### src/pkg/rdbl_defs.svh
/*
 Constants of the resource data boot loader: validation pattern, image layout,
 RAM capacity and read limits. Assumes byte addressing of the serial memory.
*/
`ifndef RDBL_DEFS_SVH
`define RDBL_DEFS_SVH
`define RDBL_SIG0 8'h55
`define RDBL_SIG1 8'hAA
`define RDBL_A_SIG0 9'h000
`define RDBL_A_SIG1 9'h001
`define RDBL_A_LENH 9'h002
`define RDBL_A_LENL 9'h003
`define RDBL_A_BODY 9'h004
`define RDBL_RAM_BYTES 9'h100
`define RDBL_MAX_READS 9'h104
`define RDBL_ID_OFS 8'h07
`define RDBL_ID_LAST 7'h47
`endif

### src/pkg/rdbl_pkg.sv
/*
 Types of the resource data boot loader: loader states and the memory read
 request carrier. Assumes rdbl_defs.svh supplies the numeric constants.
*/
package rdbl_pkg;
   typedef enum logic [2:0] {
      RDBL_PROBE0 = 3'b000,
      RDBL_PROBE1 = 3'b001,
      RDBL_LEN0 = 3'b010,
      RDBL_LEN1 = 3'b011,
      RDBL_COPY = 3'b100,
      RDBL_DONE = 3'b101,
      RDBL_HOST = 3'b110
   } rdbl_state_t;

   typedef struct packed {
      logic req;
      logic [8:0] addr;
   } rdbl_mem_req_t;
endpackage

### src/rtl/rdbl_loader.sv
/*
 Resource data boot loader: probes the serial memory, copies a valid image
 into the resource RAM, otherwise accepts a host download, then serves
 resource reads and the serial identifier for isolation.
 Assumes a byte read port to the serial memory on sys_clk: request held until
 a one-cycle rd_valid returns the byte. Host and isolation strobes are on sys_clk.
*/
`timescale 1ns/1ps
`include "rdbl_defs.svh"

module rdbl_loader (
   input wire logic sys_clk, // 100 MHz clock
   input wire logic rst, // Async reset, active high
   output rdbl_pkg::rdbl_mem_req_t mem_rq, // Memory read request and byte address
   input wire logic rd_valid, // Memory byte returned, one cycle
   input wire logic [7:0] rd_data, // Memory byte
   input wire logic hl_we, // Host download byte strobe
   input wire logic [7:0] hl_data, // Host download byte
   input wire logic hl_done, // Host download finished, pulse
   input wire logic [7:0] rr_addr, // Resource read address
   output logic [7:0] rr_data, // Resource read data, one cycle later
   input wire logic iso_load, // Restart identifier serialisation
   input wire logic iso_shift, // Advance to next identifier bit
   output logic iso_bit, // Current identifier bit
   output logic ram_valid, // RAM content valid
   output logic host_needed // No valid memory image, awaiting download
);
   rdbl_pkg::rdbl_state_t st_ff;
   rdbl_pkg::rdbl_state_t nxt_st;
   logic [7:0] ram_ff [0:255];
   logic [7:0] b0_ff; // First probe byte
   logic [15:0] len_ff; // Length field
   logic [8:0] lim_ff; // Bytes to copy
   logic [8:0] cnt_ff; // Bytes copied so far
   logic [8:0] addr_ff; // Memory byte address
   logic [8:0] hl_ptr_ff; // Host download pointer
   logic [8:0] rd_cnt_ff; // Memory bytes taken
   logic [6:0] bit_idx_ff; // Identifier bit index
   logic valid_ff;
   logic copy_last;
   logic sig_ok;
   logic ee_we;
   logic hl_wr;
   logic [7:0] id_byte;

   assign sig_ok = (b0_ff == `RDBL_SIG0) && (rd_data == `RDBL_SIG1);
   assign copy_last = (cnt_ff + 9'h001) == lim_ff;
   assign ee_we = (st_ff == rdbl_pkg::RDBL_COPY) && rd_valid;
   // host bytes go from RAM byte 0 on, header absent
   assign hl_wr = (st_ff == rdbl_pkg::RDBL_HOST) && hl_we && !hl_ptr_ff[8] && !valid_ff;
   assign ram_valid = valid_ff;
   assign host_needed = (st_ff == rdbl_pkg::RDBL_HOST) && !valid_ff;

   // Request is a level held while waiting for each byte
   always_comb begin
      mem_rq.addr = addr_ff;
      case (st_ff)
         rdbl_pkg::RDBL_PROBE0, rdbl_pkg::RDBL_PROBE1,
         rdbl_pkg::RDBL_LEN0, rdbl_pkg::RDBL_LEN1,
         rdbl_pkg::RDBL_COPY: mem_rq.req = 1'b1;
         default: mem_rq.req = 1'b0;
      endcase
   end

   // Sequencer: probe, length, copy or fall back to host download
   always_comb begin
      nxt_st = st_ff;
      case (st_ff)
         rdbl_pkg::RDBL_PROBE0: begin
            if (rd_valid) begin
               nxt_st = rdbl_pkg::RDBL_PROBE1;
            end
         end
         rdbl_pkg::RDBL_PROBE1: begin
            if (rd_valid) begin
               // copy only behind the matching pattern
               // a mismatch leaves the RAM to the host
               nxt_st = sig_ok ? rdbl_pkg::RDBL_LEN0 : rdbl_pkg::RDBL_HOST;
            end
         end
         rdbl_pkg::RDBL_LEN0: begin
            if (rd_valid) begin
               nxt_st = rdbl_pkg::RDBL_LEN1;
            end
         end
         rdbl_pkg::RDBL_LEN1: begin
            if (rd_valid) begin
               nxt_st = ({len_ff[15:8], rd_data} == 16'h0000) ? rdbl_pkg::RDBL_DONE
                                                                : rdbl_pkg::RDBL_COPY;
            end
         end
         rdbl_pkg::RDBL_COPY: begin
            // stop at the length count or RAM capacity
            if (rd_valid && copy_last) begin
               nxt_st = rdbl_pkg::RDBL_DONE;
            end
         end
         rdbl_pkg::RDBL_DONE: nxt_st = rdbl_pkg::RDBL_DONE;
         rdbl_pkg::RDBL_HOST: nxt_st = rdbl_pkg::RDBL_HOST;
         default: nxt_st = rdbl_pkg::RDBL_PROBE0;
      endcase
   end

   // State register; reset always restarts with the probe
   always_ff @(posedge sys_clk or posedge rst) begin
      if (rst) begin
         st_ff <= rdbl_pkg::RDBL_PROBE0;
      end else begin
         st_ff <= nxt_st;
      end
   end

   // address starts at the first probe byte and steps per byte, holding at the last copied byte
   always_ff @(posedge sys_clk or posedge rst) begin
      if (rst) begin
         addr_ff <= `RDBL_A_SIG0;
      end else if (rd_valid && mem_rq.req && !(st_ff == rdbl_pkg::RDBL_COPY && copy_last)) begin
         addr_ff <= addr_ff + 9'h001;
      end
   end

   // Probe and length bytes; length is high byte first
   always_ff @(posedge sys_clk or posedge rst) begin
      if (rst) begin
         b0_ff <= 8'h00;
         len_ff <= 16'h0000;
         lim_ff <= 9'h000;
      end else if (rd_valid) begin
         if (st_ff == rdbl_pkg::RDBL_PROBE0) begin
            b0_ff <= rd_data;
         end
         if (st_ff == rdbl_pkg::RDBL_LEN0) begin
            len_ff[15:8] <= rd_data;
         end
         if (st_ff == rdbl_pkg::RDBL_LEN1) begin
            len_ff[7:0] <= rd_data;
            // never more than the RAM holds, so at most 260 reads with the header
            lim_ff <= ({len_ff[15:8], rd_data} > {7'h00, `RDBL_RAM_BYTES}) ? `RDBL_RAM_BYTES
                                                                            : {len_ff[8], rd_data};
         end
      end
   end

   // Copy counter, also the RAM write index
   always_ff @(posedge sys_clk or posedge rst) begin
      if (rst) begin
         cnt_ff <= 9'h000;
      end else if (ee_we) begin
         cnt_ff <= cnt_ff + 9'h001;
      end
   end

   // Host download pointer saturates at capacity; extra bytes are dropped
   always_ff @(posedge sys_clk or posedge rst) begin
      if (rst) begin
         hl_ptr_ff <= 9'h000;
      end else if (hl_wr) begin
         hl_ptr_ff <= hl_ptr_ff + 9'h001;
      end
   end

   // Resource RAM, written by at most one of the two load paths
   always_ff @(posedge sys_clk) begin
      if (ee_we) begin
         ram_ff[cnt_ff[7:0]] <= rd_data;
      end else if (hl_wr) begin
         ram_ff[hl_ptr_ff[7:0]] <= hl_data;
      end
   end

   // valid after the copy, or after the host says it is done
   always_ff @(posedge sys_clk or posedge rst) begin
      if (rst) begin
         valid_ff <= 1'b0;
      end else if (nxt_st == rdbl_pkg::RDBL_DONE ||
                   (st_ff == rdbl_pkg::RDBL_HOST && hl_done)) begin
         valid_ff <= 1'b1;
      end
   end

   // reads return zero until the content is valid
   always_ff @(posedge sys_clk or posedge rst) begin
      if (rst) begin
         rr_data <= 8'h00;
      end else begin
         rr_data <= valid_ff ? ram_ff[rr_addr] : 8'h00;
      end
   end

   // bit index over the 72 identifier bits, wraps after the last
   always_ff @(posedge sys_clk or posedge rst) begin
      if (rst) begin
         bit_idx_ff <= 7'h00;
      end else if (iso_load) begin
         bit_idx_ff <= 7'h00;
      end else if (iso_shift) begin
         bit_idx_ff <= (bit_idx_ff == `RDBL_ID_LAST) ? 7'h00 : bit_idx_ff + 7'h01;
      end
   end

   // identifier sits right after the seven config bytes, LSB first
   assign id_byte = ram_ff[`RDBL_ID_OFS + {4'h0, bit_idx_ff[6:3]}];

   always_ff @(posedge sys_clk or posedge rst) begin
      if (rst) begin
         iso_bit <= 1'b0;
      end else begin
         iso_bit <= valid_ff & id_byte[bit_idx_ff[2:0]];
      end
   end

   // Count of bytes taken from memory, only checked below
   always_ff @(posedge sys_clk or posedge rst) begin
      if (rst) begin
         rd_cnt_ff <= 9'h000;
      end else if (rd_valid && mem_rq.req) begin
         rd_cnt_ff <= rd_cnt_ff + 9'h001;
      end
   end

   // Checks on the load sequence
   a_probe_addr_zero: assert property (@(posedge sys_clk) disable iff (rst)
      (st_ff == rdbl_pkg::RDBL_PROBE0) |-> (mem_rq.req && mem_rq.addr == `RDBL_A_SIG0))
      else $error("probe did not read byte 0");
   a_copy_after_sig: assert property (@(posedge sys_clk) disable iff (rst)
      (st_ff == rdbl_pkg::RDBL_PROBE1 && rd_valid && sig_ok)
      |=> (st_ff == rdbl_pkg::RDBL_LEN0 && mem_rq.addr == `RDBL_A_LENH))
      else $error("valid pattern did not start length read");
   a_mismatch_host: assert property (@(posedge sys_clk) disable iff (rst)
      (st_ff == rdbl_pkg::RDBL_PROBE1 && rd_valid && !sig_ok)
      |=> (host_needed && !mem_rq.req) [*3])
      else $error("bad pattern did not hand over to host");
   a_ram_index_bound: assert property (@(posedge sys_clk) disable iff (rst)
      ee_we |-> (cnt_ff < `RDBL_RAM_BYTES))
      else $error("copy beyond RAM capacity");
   a_read_count_limit: assert property (@(posedge sys_clk) disable iff (rst)
      rd_cnt_ff <= `RDBL_MAX_READS)
      else $error("more than 260 memory bytes read");
   a_copy_len_stop: assert property (@(posedge sys_clk) disable iff (rst)
      (ee_we && copy_last) |=> (!mem_rq.req && valid_ff && cnt_ff == lim_ff))
      else $error("copy did not stop at limit");
   a_len_cap_lim: assert property (@(posedge sys_clk) disable iff (rst)
      (st_ff == rdbl_pkg::RDBL_COPY) |->
      (lim_ff != 9'h000 && {7'h00, lim_ff} <= len_ff && lim_ff <= `RDBL_RAM_BYTES))
      else $error("copy limit is not the capped length");
   a_read_gate_valid: assert property (@(posedge sys_clk) disable iff (rst)
      !valid_ff |=> (rr_data == 8'h00 && !iso_bit))
      else $error("data served before RAM valid");
   a_id_index_wrap: assert property (@(posedge sys_clk) disable iff (rst)
      (iso_shift && !iso_load && bit_idx_ff == `RDBL_ID_LAST) |=> bit_idx_ff == 7'h00)
      else $error("identifier index did not wrap after 72 bits");
   a_host_ptr_step: assert property (@(posedge sys_clk) disable iff (rst)
      hl_wr |=> (hl_ptr_ff == $past(hl_ptr_ff) + 9'h001))
      else $error("host pointer did not advance");

   c_ee_load: cover property (@(posedge sys_clk) disable iff (rst)
      (st_ff == rdbl_pkg::RDBL_COPY) ##[1:300] valid_ff);
   c_host_load: cover property (@(posedge sys_clk) disable iff (rst)
      hl_wr ##[1:300] (hl_done && host_needed));
   c_len_capped: cover property (@(posedge sys_clk) disable iff (rst)
      ee_we && copy_last && lim_ff == `RDBL_RAM_BYTES);
   c_id_wrap: cover property (@(posedge sys_clk) disable iff (rst)
      valid_ff && iso_shift && bit_idx_ff == `RDBL_ID_LAST);
endmodule // rdbl_loader

### config.mk
export PLATFORM = sky130hd
export DESIGN_NAME = rdbl_loader
export DESIGN_NICKNAME = d
export VERILOG_FILES = /design/src/pkg/rdbl_pkg.sv /design/src/rtl/rdbl_loader.sv
export VERILOG_INCLUDE_DIRS = /design/src /design/src/pkg
export SDC_FILE = /design/constraint.sdc
export NUM_CORES = 2
export LEC_CHECK = 0
export ABC_AREA = 1
export BUFFER_PORTS_ARGS = -buffer_cell sky130_fd_sc_hd__buf_2
export CAP_MARGIN = 15
export CORE_ASPECT_RATIO = 1.4
export CORE_MARGIN = 4
export CORE_UTILIZATION = 55
export CTS_BUF_LIST = sky130_fd_sc_hd__clkbuf_8
export DETAILED_ROUTE_END_ITERATION = 10
export PLACE_DENSITY = 0.8
export RECOVER_POWER = 25
export SLEW_MARGIN = 0
export SYNTH_ARGS = -nofsm -noshare
export SYNTH_HDL_FRONTEND = slang
export SYNTH_SLANG_ARGS = --single-unit
### constraint.sdc
create_clock -name sys_clk -period 33.4 [get_ports sys_clk]
set_clock_uncertainty 0.05 [all_clocks]
set_input_delay 1.67 -clock sys_clk [delete_from_list [all_inputs] [get_ports sys_clk]]
set_output_delay 1.67 -clock sys_clk [all_outputs]
set_load 0.01 [all_outputs]
Yosys cells after proc, flatten, opt, wreduce, memory -nomap -nowiden
Memory sizes are Yosys's and may differ from the RTL's.
Cells that the tools add are included.
{"block": "word_totals", "mem_count": 1, "input_bits": 31, "reg_bits": 72, "mem_bits_rw": 2048, "word_cells": 78, "out_inout_bits": 21}
{"block": "op_classes", "order_cmp": 2, "n_reduce_logical": 23, "mux": 24, "n_eq_ne": 11, "addsub": 5, "bitwise": 1}
{"memory": "ram_ff", "depth": 256, "width": 8, "read_ports": 2, "rd_clocked_by_memory_dff": 0, "write_ports": 1, "line_no": "rdbl_loader.sv:30", "source": "logic [7:0] ram_ff [0:255];"}
{"operator": "$add A9 B1 Y9 const B", "count": 3}
{"operator": "$mux W8", "count": 3}
{"operator": "$mux W7", "count": 3}
{"operator": "$pmux W3 S7", "count": 1}
{"operator": "$mux W3", "count": 6}
{"operator": "$gt A16 B9 Y1 const B", "count": 1}
{"operator": "$logic_not A16 Y1", "count": 1}
{"operator": "$eq A3 B3 Y1 const B", "count": 4}
{"operator": "$logic_and A1 B1 Y1", "count": 11}
{"operator": "$eq A9 B9 Y1", "count": 1}
{"operator": "$mux W1", "count": 9}
{"operator": "$mux W9", "count": 1}
{"operator": "$eq A8 B7 Y1 const B", "count": 1}
{"operator": "$eq A8 B8 Y1 const B", "count": 1}
{"operator": "$reduce_or A8 Y1", "count": 1}
{"operator": "$add A7 B1 Y7 const B", "count": 1}
{"operator": "$eq A7 B7 Y1 const B", "count": 1}
{"operator": "$eq A3 B2 Y1 const B", "count": 2}
{"operator": "$reduce_and A2 Y1", "count": 3}
{"operator": "$add A3 B4 Y5 const A", "count": 1}
{"operator": "$reduce_or A5 Y1", "count": 1}
{"operator": "$lt A3 B4 Y1 const B", "count": 1}
{"operator": "$bmux W1 S3", "count": 1}
{"operator": "$eq A3 B1 Y1 const B", "count": 1}
{"operator": "other kinds (5)", "count": 7}

Depth between registers and ports, before layout
{"block": "depth", "ltp_word": 9, "ltp_mapped": 17, "ltp_nobuf": 14}

Worst setup path before layout
Ideal clock, no wire load.
{"block": "synth_path", "kind": "in2reg", "from": "input port hl_we", "to": "memory ram_ff[0][0], data pin", "path_slack_ns": 19.115, "n_path_buf": 2, "path_stages": 5, "arrival_time_ns": 12.047, "setup_time_ns": 2.188, "required_time_ns": 31.162, "cell_sequence": "nand3_2 -> buf_6 -> inv_2 -> clkbuf_1 -> o21ai_0"}
{"block": "synth_between", "elab_chain_cells": 8}
{"item": "from (decl)", "line_no": "rdbl_loader.sv:17", "source": "input wire logic hl_we,"}
{"item": "$logic_and A1 B1 Y1 (3 in series)", "line_no": "rdbl_loader.sv:50", "source": "assign hl_wr = (st_ff == rdbl_pkg::RDBL_HOST) && hl_we && !hl_ptr_ff[8] && !valid_ff;"}
{"item": "$mux W1", "line_no": "rdbl_loader.sv:166", "source": "end else if (hl_wr) begin"}
{"item": "$mux W1", "line_no": "rdbl_loader.sv:164", "source": "if (ee_we) begin"}
{"item": "$mux W1 (not written as such)", "line_no": "rdbl_loader.sv:167", "source": "ram_ff[hl_ptr_ff[7:0]] <= hl_data;"}
{"item": "$reduce_or A8 Y1 (no source line)"}
{"item": "$mux W8 (no source line)"}
{"item": "to (decl)", "line_no": "rdbl_loader.sv:30"}
Every way passes these cells.

Worst setup path in the final report
{"block": "layout_path", "from": "register st_ff[1]", "to": "memory ram_ff[114][0], data pin"}
{"block": "layout_between", "elab_chain_cells": 9, "word_cells_on_any_way": 11, "cone_classes": "2 x eq/ne; 4 x mux; 5 x reduce/logical"}
{"item": "from (decl)", "line_no": "rdbl_loader.sv:28", "source": "rdbl_pkg::rdbl_state_t st_ff;"}
{"item": "from (signal assigned)", "line_no": "rdbl_loader.sv:107", "source": "st_ff <= rdbl_pkg::RDBL_PROBE0;"}
{"item": "from (signal assigned)", "line_no": "rdbl_loader.sv:109", "source": "st_ff <= nxt_st;"}
{"item": "$eq A3 B3 Y1", "line_no": "rdbl_loader.sv:50"}
{"item": "$logic_and A1 B1 Y1 (3 in series)", "line_no": "rdbl_loader.sv:50"}
{"item": "$mux W1", "line_no": "rdbl_loader.sv:166"}
{"item": "$mux W1 *", "line_no": "rdbl_loader.sv:164"}
{"item": "$mux W1 (not written as such) *", "line_no": "rdbl_loader.sv:167"}
{"item": "$reduce_or A8 Y1 (no source line) *"}
{"item": "$mux W8 (no source line) *"}
Mark *: on every way between the ends. The rest lies on a longest branch, timed or not.

==> metrics.txt <==
clk slew on worst S/H paths=60 ps; Critical path buffers and inverters=4; first-pass GRT wire length=367000 µm; nets@finish=7902; CTS Buf Count=303; GRT Overall Usage=28.4%; Critical Path Max Stage Delay=5970 ps; die area=168000 µm²; Clock Tree Buf Depth=4; DRC Markers=0; largest net degree at the start of global routing=229; Static Leak=34.0 nW; leading area contributor after synthesis=edfxtp_1; startpoint types=flip-flop; synthesized area=88900 µm²; syn_area_per_cell=11.1 µm²; Final WS setup=22170 ps; Synth cell types=39; Place WS=27040 ps; Hold Violations, Final=0; GRT met1 Usage=34.0%; Net Count, Synth=8012; Via Count=64051; crit share post-route=33.6%; Synth Flop Type=edfxtp_1; Worst-Margin Slew=9110 ps; io pins=52; post-CTS setup buffer count=0; Data required, critical path=33990 ps; Slowest cell on crit path=clkbuf_1; worst hold path type=flip-flop to flip-flop; Hold Buf Count CTS=0; CP endpoint kind=flip-flop; port bufs=51; Fillers=12066; fmax=89.0 MHz; gr ovfl total=0; Setup CP Type=flip-flop to flip-flop; CTS root buf=clkbuf_8; Via density=6.29; clock sinks=2120; CP top delay family=buffers and inverters; RSZ-0062 raised after global routing=no; vias in the first global route=63430; Routed WL=244000 µm; setup tns final=0 ps; worst path arrival time=11830 ps; Chip Height=484 µm; global routing's busiest layer=met2; max cap viols=13; Initial Util=55.3%; cell count after synthesis=7975; global placement routability congestion=0.892; Die Width=348 µm; main area contributors after synthesis=edfxtp_1, nand3_1, nand2_1; post_cts resized=0; grt met3 use=6.29%; Rel. slew slack=-507%; crit-path cells=inv_1 -> nor2_1 -> nand2_2 -> nor2_1 -> nand3_1 -> inv_1 -> nand2_1 -> o21ai_4 -> clkbuf_1 -> buf_4; placed insts=9671; EDFF count, synth=2048; Core Box Area=161000 µm²; register area share after synthesis=71.2%; Non-Filler Instances=10188; Layout area overhead=7.71%; WL per Instance=24.0 µm; final setup violation count=0; CP Max Fanout=162; post-synth top area share=69.2%; synthesized flop and latch total=2120; minimum clock period=11230 ps; Slew Limit Fails=945; Max VDD drop=0.0530 mV; initial antenna violation count=9; htree depth=5; failing checks=max-capacitance violations, max-slew violations; met2 GRT Util=46.4%; Skew-Pair Late Insertion Delay=1020 ps; CTS tree=done; PD cells=55.6 nW/µm²; status=finished with violations; Post-synth ARST share=3.40%; share of layout cells above drive strength 1=6.48%; Synth warnings=0; Routed Antenna Nets=0; Pre-antenna DRT Iters=6; First DRT Iteration DRCs=9714; row count=174; HPWL after DPL=134000 µm
==> state kept, by name, summed over array words and instances (netlist names) <==
signal,count
ram_valid,1
st_ff,3
lim_ff,9
cnt_ff,9
bit_idx_ff,7
iso_bit,1
ram_ff,2048
hl_ptr_ff,9
b0_ff,8
addr_ff,9
len_ff,8
rr_data,8
==> per-stage QoR <==
step | total power [mW] | utilization (%) | hold WS, ps | instance area (µm²)
after global routing | 5.49 | 59.6 | 440 | 95700
after detailed placement | 3.50 | 56.3 | 413 | 90500
after global placement | 3.48 | 56.3 | 410 | 90500
final | 5.32 | 59.6 | 415 | 95700
after CTS | 5.31 | 59.7 | 430 | 95800
after floorplan | 3.36 | - | 385 | 88900
==> area by class of cell <==
class | count | area, µm² | area share, %
multi-input cells | 5218 | 23100 | 24.2
repair buffers | 127 | 936 | 0.978
diodes | 4 | 10.0 | 0.0105
clock inverters | 202 | 1060 | 1.10
flip-flops and latches | 2120 | 63300 | 66.1
well taps | 2112 | 2640 | 2.76
clock buffers | 310 | 4270 | 4.46
inverters | 95 | 385 | 0.403
==> worst reg2reg max path, cell delays in order, from the launching register on <==
cell and delay (ps):
dfrtp_1 390, inv_1 80, nor2_1 200, nand2_2 80, nor2_1 370, nand3_1 800
inv_1 990, nand2_1 220, o21ai_4 100, clkbuf_1 5970, buf_4 1450
==> synth_stat cells (2+ instances only) <==
cell type / count
nand2_1: 2401
inv_2: 11
a21oi_1: 49
nor2_1: 353
ha_1: 6
nor2_4: 9
o21ai_4: 4
clkbuf_1: 357
inv_1: 84
o211ai_1: 6
nand3_1: 2188
o31ai_1: 3
nand4_1: 11
buf_1: 87
buf_2: 95
xnor2_1: 8
o22ai_1: 12
a31oi_1: 2
nor2_2: 8
edfxtp_1: 2048
xor2_1: 17
nand2_2: 27
nor3_1: 8
o21ai_0: 94
o21ai_2: 2
dfrtp_1: 72
==> path summary, 6_finish.rpt <==
check / startpoint / end / slack (ps) / depth (start not counted)
setup reg to reg: st_ff[1] / ram_ff[114][0] / 22170 / 10
hold reg to reg: hl_ptr_ff[8] / hl_ptr_ff[8] / 420 / 2
min in group asynchronous: rst / bit_idx_ff[0] / 790 / 2
setup / recovery: st_ff[1] / ram_ff[114][0] / 22170 / 10
hold / removal: hl_ptr_ff[8] / hl_ptr_ff[8] / 420 / 2
max in group asynchronous: rst / cnt_ff[5] / 28640 / 3
==> logic make-up (layout without fill, tap and decap cells) <==
logic type               Yosys count  in the layout  share of synthesized area (%)
AO/OA/AOI/OAI                    178            178                           1.12
XOR/XNOR                          25             25                          0.246
adder cells (fa/ha/maj)            6              6                         0.0845
buffers and inverters            637            734                           2.84
flip-flops                      2120           2120                           71.2
other                              0              4                              0
AND/OR/NAND/NOR                 5009           5009                           24.5
==> placed cells by master, fill, tap and decap left out, types with 2 or more instances in the layout <==
cell type / instances
diode_2: 4
inv_6: 3
ha_1: 6
buf_8: 3
inv_8: 3
bufinv_16: 8
inv_2: 6
nand2_2: 26
o21ai_4: 10
clkbuf_8: 310
clkinv_1: 61
inv_1: 174
o31ai_1: 3
a31oi_1: 2
o22ai_1: 12
nor3_1: 8
nand3_1: 2189
clkinvlp_2: 2
buf_12: 10
xor2_1: 14
nand4_1: 11
clkinv_2: 29
dfrtp_1: 72
a21oi_1: 49
nand2_1: 2402
nor2_2: 4
nor2_1: 359
nor2_4: 7
o211ai_1: 6
xnor2_1: 7
xor2_2: 2
buf_2: 26
clkbuf_1: 32
buf_4: 55
o21ai_2: 2
edfxtp_1: 2048
o21ai_0: 89
clkinvlp_4: 9
==> report_power, final <==
group | internal, mW | leakage, nW | total (mW) | switching (mW)
combinational | 0.111 | 11.6 | 0.481 | 0.370
sequential | 2.95 | 19.3 | 2.98 | 0.0254
clock | 0.922 | 3.06 | 1.87 | 0.945
==> metal layers <==
metal | up-vias | part of all wire, %
met4 | 10 | 7.4
met3 | 1080 | 12
met5 | - | 0.031
met2 | 4861 | 48
li1 | 27855 | -
met1 | 30245 | 33
Note: power is estimated with default switching activity, not from simulation.
